## src/hw/temp_status_defs.vh

```
// register map, field positions and reset values of the result and status registers
// assumes the includer works on an 8-bit register read port
`ifndef TEMP_STATUS_DEFS_VH
`define TEMP_STATUS_DEFS_VH

`define ADDR_REMOTE_HIGH   8'h01
`define ADDR_ALARM_STATUS  8'h02
`define ADDR_REMOTE_LOW    8'h10
`define RESULT_HI_MSB      11
`define RESULT_HI_LSB      4
`define RESULT_LO_MSB      3
`define RESULT_LO_LSB      0
`define LOW_BYTE_PAD       4'h0
`define RESET_RD_DATA      8'h00
`define RESET_BUSY         1'b0
`define RESET_REMOTE_HIGH  8'h00
`define RESET_REMOTE_LOW   4'h0
`define RESET_FLAGS        7'h00
`define BIT_BUSY           7
`define BIT_OPEN_JUNCTION  2
`define FLAG_COUNT         7

`endif

```

## src/hw/sticky_flag.v

```verilog
// one sticky status flag: set by a cause, cleared by a status read if cause gone
// assumes cause and read strobe are synchronous to clk
`timescale 1ns/10ps
`default_nettype none
module sticky_flag (
  input  wire clk,
  input  wire rst_n,
  input  wire set_evt,
  input  wire cause_now,
  input  wire latch_en,
  input  wire clr_rd,
  output wire flag
);
  reg flag_r;
  reg flag_nxt;

  always @* begin
    flag_nxt = flag_r;
    if (clr_rd && !cause_now)
      flag_nxt = 1'b0;
    if (!latch_en)
      flag_nxt = cause_now;
    if (set_evt)
      flag_nxt = 1'b1; // set wins over clear
  end

  always @(posedge clk or negedge rst_n) begin
    if (!rst_n)
      flag_r <= 1'b0;
    else
      flag_r <= flag_nxt;
  end

  assign flag = flag_r;
endmodule // sticky_flag
`default_nettype wire

```

## src/hw/temp_result_status_regs.v

```verilog
// remote result high byte with byte-coherence lock, and the alarm status register
// assumes conversion engine, comparators and serial slave share CLK
//
// Overview of operation
// - high byte holds remote result bits 11:4
// - high byte loads at each conversion end unless locked; unwritable
// - high read first locks low byte updates
// - low read first locks high byte updates
// - lock ends on read of another register
// - status bit 7 shows converter busy
// - bit 6 sets on local over limit
// - bit 5 sets on local under limit
// - bit 4 sets on remote over limit
// - bit 3 sets on remote under limit
// - bit 2 sets on open remote junction
// - bit 1 sets on remote critical trip
// - bit 0 sets on local critical trip
// - status read clears flags whose cause ended
// - second critical mode latches only open flag
`timescale 1ns/10ps
`default_nettype none
`include "temp_status_defs.vh"
module temp_result_status_regs (
  input  wire        CLK,
  input  wire        RESETN,
  input  wire        CONV_DONE,
  input  wire        CONV_BUSY,
  input  wire [11:0] REMOTE_RESULT,
  input  wire [6:0]  LIMIT_CAUSES,
  input  wire        SECOND_CRIT_MODE,
  input  wire        RD_STROBE,
  input  wire [7:0]  RD_ADDR,
  output wire [7:0]  RD_DATA,
  output wire [3:0]  REMOTE_LOW_NIBBLE,
  output wire [6:0]  STATUS_FLAGS
);
  // =====================================================================
  // lock states; one-hot so each hold test is a single compare
  localparam [2:0] LOCK_NONE = 3'b001;
  localparam [2:0] LOCK_LOW  = 3'b010;
  localparam [2:0] LOCK_HIGH = 3'b100;

  // =====================================================================
  // declarations
  reg  [2:0] lock_state_r;
  reg  [2:0] lock_state_nxt;
  reg  [7:0] remote_result_upper_bits_r;
  reg  [7:0] remote_result_upper_bits_nxt;
  reg  [3:0] remote_low_r;
  reg  [3:0] remote_low_nxt;
  reg        busy_r;
  reg  [7:0] rd_data_r;
  reg  [7:0] rd_data_nxt;
  reg        rd_high;
  reg        rd_low;
  reg        rd_status;
  reg        rd_unmapped;
  wire       rd_other;
  wire       hold_low;
  wire       hold_high;
  wire       load_high;
  wire       load_low;
  wire [6:0] flags;

  // =====================================================================
  // read decode; one select at most per strobe
  always @* begin
    rd_high     = 1'b0;
    rd_low      = 1'b0;
    rd_status   = 1'b0;
    rd_unmapped = 1'b0;
    if (RD_STROBE) begin
      case (RD_ADDR)
        `ADDR_REMOTE_HIGH: begin
          rd_high = 1'b1;
        end
        `ADDR_REMOTE_LOW: begin
          rd_low = 1'b1;
        end
        `ADDR_ALARM_STATUS: begin
          rd_status = 1'b1;
        end
        default: begin
          rd_unmapped = 1'b1;
        end
      endcase
    end
  end

  // any read but the two result bytes ends the coherence window
  assign rd_other = rd_status || rd_unmapped;

  // =====================================================================
  // byte-coherence lock
  always @* begin
    lock_state_nxt = lock_state_r;
    case (lock_state_r)
      LOCK_NONE: begin
        if (rd_high)
          lock_state_nxt = LOCK_LOW;
        else if (rd_low)
          lock_state_nxt = LOCK_HIGH;
      end
      LOCK_LOW: begin
        if (rd_low || rd_other)
          lock_state_nxt = LOCK_NONE;
      end
      LOCK_HIGH: begin
        if (rd_high || rd_other)
          lock_state_nxt = LOCK_NONE;
      end
      default: begin
        lock_state_nxt = LOCK_NONE;
      end
    endcase
  end

  always @(posedge CLK or negedge RESETN) begin
    if (!RESETN) begin
      lock_state_r <= LOCK_NONE;
    end else begin
      lock_state_r <= lock_state_nxt;
    end
  end

  // the first read of a pair also guards its own cycle, so a conversion
  // landing on the same edge cannot split the pair
  assign hold_low  = (lock_state_r == LOCK_LOW) ||
                     ((lock_state_r == LOCK_NONE) && rd_high);
  assign hold_high = (lock_state_r == LOCK_HIGH) ||
                     ((lock_state_r == LOCK_NONE) && rd_low);
  assign load_high = CONV_DONE && !hold_high;
  assign load_low  = CONV_DONE && !hold_low;

  // =====================================================================
  // result bytes; no write path exists, so host writes cannot disturb them
  always @* begin
    remote_result_upper_bits_nxt = remote_result_upper_bits_r;
    if (load_high)
      remote_result_upper_bits_nxt = REMOTE_RESULT[`RESULT_HI_MSB:`RESULT_HI_LSB];
  end

  always @(posedge CLK or negedge RESETN) begin
    if (!RESETN) begin
      remote_result_upper_bits_r <= `RESET_REMOTE_HIGH;
    end else begin
      remote_result_upper_bits_r <= remote_result_upper_bits_nxt;
    end
  end

  always @* begin
    remote_low_nxt = remote_low_r;
    if (load_low)
      remote_low_nxt = REMOTE_RESULT[`RESULT_LO_MSB:`RESULT_LO_LSB];
  end

  always @(posedge CLK or negedge RESETN) begin
    if (!RESETN) begin
      remote_low_r <= `RESET_REMOTE_LOW;
    end else begin
      remote_low_r <= remote_low_nxt;
    end
  end

  // =====================================================================
  // busy indicator; registered, so it trails the converter by one cycle
  always @(posedge CLK or negedge RESETN) begin
    if (!RESETN) begin
      busy_r <= `RESET_BUSY;
    end else begin
      busy_r <= CONV_BUSY;
    end
  end

  // =====================================================================
  // status flags; causes arrive in bit order 6..0, sampled at conversion end, but in second critical mode all flags except bit 2 follow their cause
  genvar g;
  generate
    for (g = 0; g < `FLAG_COUNT; g = g + 1) begin : gen_flag
      sticky_flag u_flag (
        .clk       (CLK),
        .rst_n     (RESETN),
        .set_evt   (CONV_DONE && LIMIT_CAUSES[g]),
        .cause_now (LIMIT_CAUSES[g]),
        .latch_en  (!SECOND_CRIT_MODE || (g == `BIT_OPEN_JUNCTION)),
        .clr_rd    (rd_status),
        .flag      (flags[g])
      );
    end
  endgenerate

  // =====================================================================
  // read data, registered one cycle after the strobe
  always @* begin
    rd_data_nxt = rd_data_r;
    if (rd_high)
      rd_data_nxt = remote_result_upper_bits_r;
    else if (rd_status)
      rd_data_nxt = {busy_r, flags};
    else if (rd_low)
      rd_data_nxt = {remote_low_r, `LOW_BYTE_PAD};
    else if (rd_unmapped)
      rd_data_nxt = `RESET_RD_DATA;
  end

  always @(posedge CLK or negedge RESETN) begin
    if (!RESETN) begin
      rd_data_r <= `RESET_RD_DATA;
    end else begin
      rd_data_r <= rd_data_nxt;
    end
  end

  // =====================================================================
  // outputs, each straight from a flip-flop
  assign RD_DATA           = rd_data_r;
  assign REMOTE_LOW_NIBBLE = remote_low_r;
  assign STATUS_FLAGS      = flags;
endmodule // temp_result_status_regs
`default_nettype wire

```

## config.mk

```make
export PLATFORM = sky130hd
export DESIGN_NAME = temp_result_status_regs
export DESIGN_NICKNAME = d
export VERILOG_FILES = /design/src/hw/sticky_flag.v /design/src/hw/temp_result_status_regs.v
export VERILOG_INCLUDE_DIRS = /design/src /design/src/hw
export SDC_FILE = /design/constraint.sdc
export NUM_CORES = 1
export LEC_CHECK = 0
export BUFFER_PORTS_ARGS = -buffer_cell sky130_fd_sc_hd__buf_4
export CAP_MARGIN = 20
export CELL_PAD_IN_SITES_DETAIL_PLACEMENT = 0
export CELL_PAD_IN_SITES_GLOBAL_PLACEMENT = 2
export CORE_ASPECT_RATIO = 2
export CORE_UTILIZATION = 29
export CTS_CLUSTER_SIZE = 8
export DETAILED_ROUTE_END_ITERATION = 6
export GPL_ROUTABILITY_DRIVEN = 0
export MAX_ROUTING_LAYER = met4
export PLACE_DENSITY_LB_ADDON = 0.1
export SETUP_SLACK_MARGIN = 0.05
export SYNTH_ARGS = -nofsm -noshare
export SYNTH_HDL_FRONTEND = slang
export SYNTH_SLANG_ARGS = --single-unit
```

## constraint.sdc

```tcl
create_clock -name CLK -period 2.91 [get_ports CLK]
set_clock_uncertainty 0.15 [all_clocks]
set_input_delay 0.582 -clock CLK [delete_from_list [all_inputs] [get_ports CLK]]
set_output_delay 0.582 -clock CLK [all_outputs]
set_load 0.05 [all_outputs]
```

-- After elaboration in Yosys (flattened, before gate mapping)
Index checks and enable logic that the tools add are counted.
- equal/unequal tests: 9
- mux-type cells: 37
- reduce and logical (&&, ||, !) cells: 42
- operator list (operator ; count):
    two-way mux 8 bit ; 4
    two-way mux 1 bit ; 28
    logical AND 1 bit ; 18
    nonzero test 3 bit ; 6
    two-way mux 3 bit ; 4
    zero test 1 bit ; 9
    case mux 3 bit (3 select lines) ; 1
    == test 8 x 1 -> 1 bit (second input constant) ; 1
    == test 8 x 2 -> 1 bit (second input constant) ; 1
    == test 8 x 5 -> 1 bit (second input constant) ; 1
    logical OR 1 bit ; 5
    != test 2 bit (second input constant) ; 2
    nonzero test 4 bit ; 1
    == test 3 x 1 -> 1 bit (second input constant) ; 1
    == test 3 x 2 -> 1 bit (second input constant) ; 1
    == test 3 bit (second input constant) ; 1
    != test 3 bit (second input constant) ; 1
    AND reduction 3 bit ; 1
    OR reduction 3 bit ; 1
    nonzero test 2 bit ; 1
- register bits: 31
- bits of input ports: 33
- output and inout bits: 19
- logic and storage cells: 100

-- Depth between registers and ports, before layout
- depth after elaboration: 8
- depth in mapped cells: 5
- depth with buffers taken out: 4

-- Modules after synthesis
From an unflattened synthesis, not the netlist that was laid out.
- cells, all modules: 140
- area total of the unflattened synthesis: 1695.4 sq um
- modules (own cells, without submodules) (module ; times used ; cells an instance ; area an instance (sq um) ; sequential area each (sq um)):
    temp_result_status_regs ; 1 ; 105 ; 1301.2 ; 601.8
    sticky_flag ; 7 ; 5 ; 56.3 ; 25.0

-- Worst setup path before layout
No wires, ideal clock.
- path type: in2reg
- from: input RD_ADDR[7]
- to: register remote_low_r[0], in the netlist REMOTE_LOW_NIBBLE[0]
- library setup time: 0.125 ns
- arrival: 1.877 ns
- data required time: 2.635 ns
- path slack: 0.758 ns
- cell stages on the path: 4
- buffers on the path: 0
- path through: or4b_4 nor3_4 a21oi_4 mux2_4
- cells in the longest elaborated chain, start to end: 7
- ends and longest elaborated chain (what ; line ; RTL):
    from (decl) ; temp_result_status_regs.v:32 ; input wire [7:0] RD_ADDR,
    == test 8 x 1 -> 1 bit ; temp_result_status_regs.v:73 ; case (RD_ADDR)
    two-way mux 1 bit ; temp_result_status_regs.v:73 ;
    two-way mux 1 bit ; temp_result_status_regs.v:72 ; if (RD_STROBE) begin
    logical AND 1 bit ; temp_result_status_regs.v:129 ; ((lock_state_r == LOCK_NONE) && rd_high);
    logical OR 1 bit ; temp_result_status_regs.v:128 ; assign hold_low = (lock_state_r == LOCK_LOW) ||
    zero test 1 bit ; temp_result_status_regs.v:133 ; assign load_low = CONV_DONE && !hold_low;
    logical AND 1 bit ; temp_result_status_regs.v:133 ;
    to (signal assigned) ; temp_result_status_regs.v:159 ; remote_low_r <= `RESET_REMOTE_LOW;
    to (signal assigned) ; temp_result_status_regs.v:161 ; remote_low_r <= remote_low_nxt;
    to (decl) ; temp_result_status_regs.v:49 ; reg [3:0] remote_low_r;
Every way passes these cells.
A chain may end at the register's enable or synchronous reset.

-- Worst setup path after layout
- from: input RD_STROBE
- to: register remote_low_r[3], in the netlist REMOTE_LOW_NIBBLE[3]
- cells in the longest elaborated chain, start to end: 5
- ends and longest elaborated chain (what ; line ; RTL):
    from (decl) ; temp_result_status_regs.v:31 ; input wire RD_STROBE,
    two-way mux 1 bit ; temp_result_status_regs.v:72 ;
    logical AND 1 bit ; temp_result_status_regs.v:129 ;
    logical OR 1 bit ; temp_result_status_regs.v:128 ;
    zero test 1 bit ; temp_result_status_regs.v:133 ;
    logical AND 1 bit ; temp_result_status_regs.v:133 ;
Every way passes these cells.

==> results.sh <==
export IMPL_status="complete, no violations"
export IMPL_p_int_w=0.000739
export IMPL_ios=52
export IMPL_drive_above_1_share_pct=37.2
export IMPL_p_leak_nw=0.910
export IMPL_crit_type="in2reg"
export IMPL_hp_class="in2async"
export IMPL_drc=0
export IMPL_dieHeight_um=104
export IMPL_vias=1210
export IMPL_critPathLaunchType="primary input"
export IMPL_period_share_pct=72.4
export IMPL_hold_buffers=0
export IMPL_yosysWarnings=0
export IMPL_cts_tree="yes"
export IMPL_cts_sinks=31
export IMPL_slowest_delay_ps=530
export IMPL_wirelength_mm=3.68
export IMPL_grt_pass1_wl_mm=6.20
export IMPL_cp_top_family="simple AND/OR/NAND/NOR gates"
export IMPL_tightest_slew_ps=477
export IMPL_tns_ps=0
export IMPL_setup_ws_ps=804
export IMPL_grt_pass1_vias=1290
export IMPL_syn_area_per_cell_um2=11.0
export IMPL_timing_slew_headroom_pct=68.0
export IMPL_path_max_fanout=15
export IMPL_cts_clk_slew_worst_paths_ps=60
export IMPL_dieArea_um2=5500
export IMPL_overflow=0
export IMPL_worstPathCellList="buf_4 -> or4b_4 -> nor3_4 -> a21oi_4 -> mux2_4"
export IMPL_wl_per_cell_um=15.0
export IMPL_cp_num_buf_inv=1
export IMPL_port_buffers=51
export IMPL_ant_nets=0
export IMPL_numCtsBuffers=5
export IMPL_arrival_ps=2120
export IMPL_htreeDepth=2
export IMPL_post_cts_buffers=0
export IMPL_dr_pass1_iters=4
export IMPL_clk_latency_ps=280
export IMPL_post_place_ws_ps=496
export IMPL_viasPerCell=4.94
export IMPL_cp_end_kind="flip-flop"
export IMPL_required_ps=2920
export IMPL_period_needed_ps=2110
export IMPL_drv_cap=0
export IMPL_nets=220
export IMPL_diodes=0
export IMPL_cts_path_max_buffers=2
export IMPL_track_usage_pct=15.8
export IMPL_finalSetupViolCount=0
export IMPL_hpwl_mm=2.88
export IMPL_rows=36
export IMPL_seqPwrFrac_pct=47.0
export IMPL_max_vdd_ir_drop_mv=0.270
export IMPL_p_sw_share_pct=28.6
export IMPL_powerDensity_nw_per_um2=518
export IMPL_fmax_mhz=475
export IMPL_synthCells=137
export IMPL_drt_iter0_drc=30
export IMPL_synth_fp_nets=170
export IMPL_grt_max_degree=32
export IMPL_synth_seq_cells=31
export IMPL_die_x_um=52.9
export IMPL_core_um2=4910
export IMPL_root_buffer="clkbuf_8"
export IMPL_start_util_pct=30.7
export IMPL_hold_violations=0
export IMPL_clkPwrFrac_pct=33.4
export IMPL_slew_viol_final=0
export IMPL_synthDistinctLibCells=35
export IMPL_p_comb_share_pct=19.6
export IMPL_syn2layout_area_growth_pct=32.9
export IMPL_cts_repair_resized=0
export IMPL_critPathSlowestCell="or4b_4"
export IMPL_p_switching_w=0.000297
export IMPL_rsz0062_at_grt="no"
export IMPL_netlist_area_um2=1510
export IMPL_seq_area_frac_synth_pct=51.6
export IMPL_antenna_found_initial=0
[layout by cell type, fill, tap and decap left out, types with 2 or more instances in the layout]
cell / netlist / layout
a2bb2oi_1: 5 / 5
o21ai_0: 6 / 6
nor2_1: 2 / 2
nor2b_1: 4 / 4
mux2_1: 8 / 8
nand2b_1: 2 / 2
or3b_1: 2 / 2
inv_1: 9 / 9
nor3_1: 2 / 2
o21ai_1: 4 / 4
a21oi_1: 6 / 6
dfrtp_1: 30 / 30
buf_4: 7 / 53
clkbuf_8: 0 / 6
nand2_1: 15 / 15
a22oi_1: 8 / 8
and3_1: 2 / 2
mux2_4: 4 / 4
o22ai_1: 4 / 4
[power groups by stage]
stage          Sequential [W]  Clock [W]  Combinational, W
2_1_floorplan        0.000510          0          0.000109
3_3_place_gp         0.000494          0          0.000202
3_5_place_dp         0.000495          0          0.000206
4_1_cts              0.000487   0.000356          0.000207
5_1_grt              0.000491   0.000377          0.000220
6_report             0.000487   0.000346          0.000204
[per-stage QoR]
step / power, W / std cells / hold WS [ps] / utilization (%) / instance area (µm²)
global placement: 0.000697 / 237 / 313 / 38.9 / 1910
global route: 0.00109 / 245 / 102 / 40.7 / 2000
floorplan: 0.000619 / 137 / 136 / - / 1510
detailed placement: 0.000701 / 237 / 329 / 38.9 / 1910
finish: 0.00104 / 245 / 78.2 / 40.7 / 2000
CTS: 0.00105 / 245 / 94.1 / 40.7 / 2000
[routing by layer]
layer,GRT usage [%],vias to the layer above,share of wire [%]
met3,3.07,6,4.4
met2,24.9,44,53
met5,-,-,0
met4,7.14,0,2.6
li1,-,583,-
met1,18.9,577,40
[path summary, 6_finish.rpt]
check	startpoint	cells after the start	endpoint	slack, ps
hold / removal	RESETN	1	remote_result_upper_bits_r[4]	80
min in group CLK	CONV_BUSY	1	busy_r	260
setup / recovery	RD_STROBE	5	REMOTE_LOW_NIBBLE[3]	800
max in group asynchronous	RESETN	1	lock_state_r[0]	2200
hold reg to reg	lock_state_r[2]	1	lock_state_r[1]	340
setup reg to reg	lock_state_r[0]	4	remote_result_upper_bits_r[2]	830
[worst reg2reg max path: stages (launching register included)]
cell     delay (ps)
dfstp_2         550
nor3b_2         330
nand4_1         170
and3_1          380
mux2_1          380
[layout make-up]
type                    count  area [µm²]
repair buffers             53         398
inverters                   9        33.8
multi-input cells          87         629
clock buffers               7        86.3
clock inverters             1        5.00
flip-flops and latches     31         777
fillers                   477        2910
well taps                  57        71.3
[cells in the mapped netlist]
library cell | instances | area [µm²]
buf_4 | 7 | 52.6
o21ai_1 | 4 | 20.0
o22ai_1 | 4 | 25.0
o31ai_1 | 1 | 7.51
nand2b_1 | 2 | 12.5
a21oi_4 | 1 | 16.3
or3_1 | 1 | 6.26
clkbuf_1 | 1 | 3.75
and3_1 | 2 | 12.5
a31oi_1 | 1 | 6.26
inv_1 | 9 | 33.8
nor3_1 | 2 | 10.0
or4b_4 | 1 | 13.8
a21o_1 | 1 | 7.51
or2_1 | 1 | 6.26
nor3b_2 | 1 | 12.5
buf_2 | 1 | 5.00
or3b_1 | 2 | 17.5
a2bb2oi_1 | 5 | 43.8
a21boi_0 | 1 | 7.51
nor2b_1 | 4 | 25.0
mux2_4 | 4 | 60.1
nand4_1 | 1 | 6.26
nor4b_2 | 1 | 15.0
o21ai_0 | 6 | 30.0
a21oi_1 | 6 | 30.0
nor2_1 | 2 | 7.51
dfrtp_1 | 30 | 751
buf_1 | 1 | 3.75
mux2_1 | 8 | 90.1
nor3_4 | 1 | 16.3
a211oi_1 | 1 | 7.51
dfstp_2 | 1 | 26.3
nand2_1 | 15 | 56.3
a22oi_1 | 8 | 60.1
[registers in the layout, indices dropped and copies added, names as in the netlist]
register                    count
RD_DATA                         8
remote_result_upper_bits_r      8
REMOTE_LOW_NIBBLE               4
gen_flag.u_flag.flag            7
busy_r                          1
lock_state_r                    3
[kinds of logic (layout without fill, tap and decap cells)]
logic type / count (synthesis) / count (layout) / synth area share (%)
AND/OR/NAND/NOR: 36 / 36 / 14.5
AO/OA/AOI/OAI: 39 / 39 / 17.4
buffers and inverters: 19 / 70 / 6.57
multiplexers: 12 / 12 / 9.98
flip-flops: 31 / 31 / 51.6
Note: power is estimated with default switching activity, not from simulation.
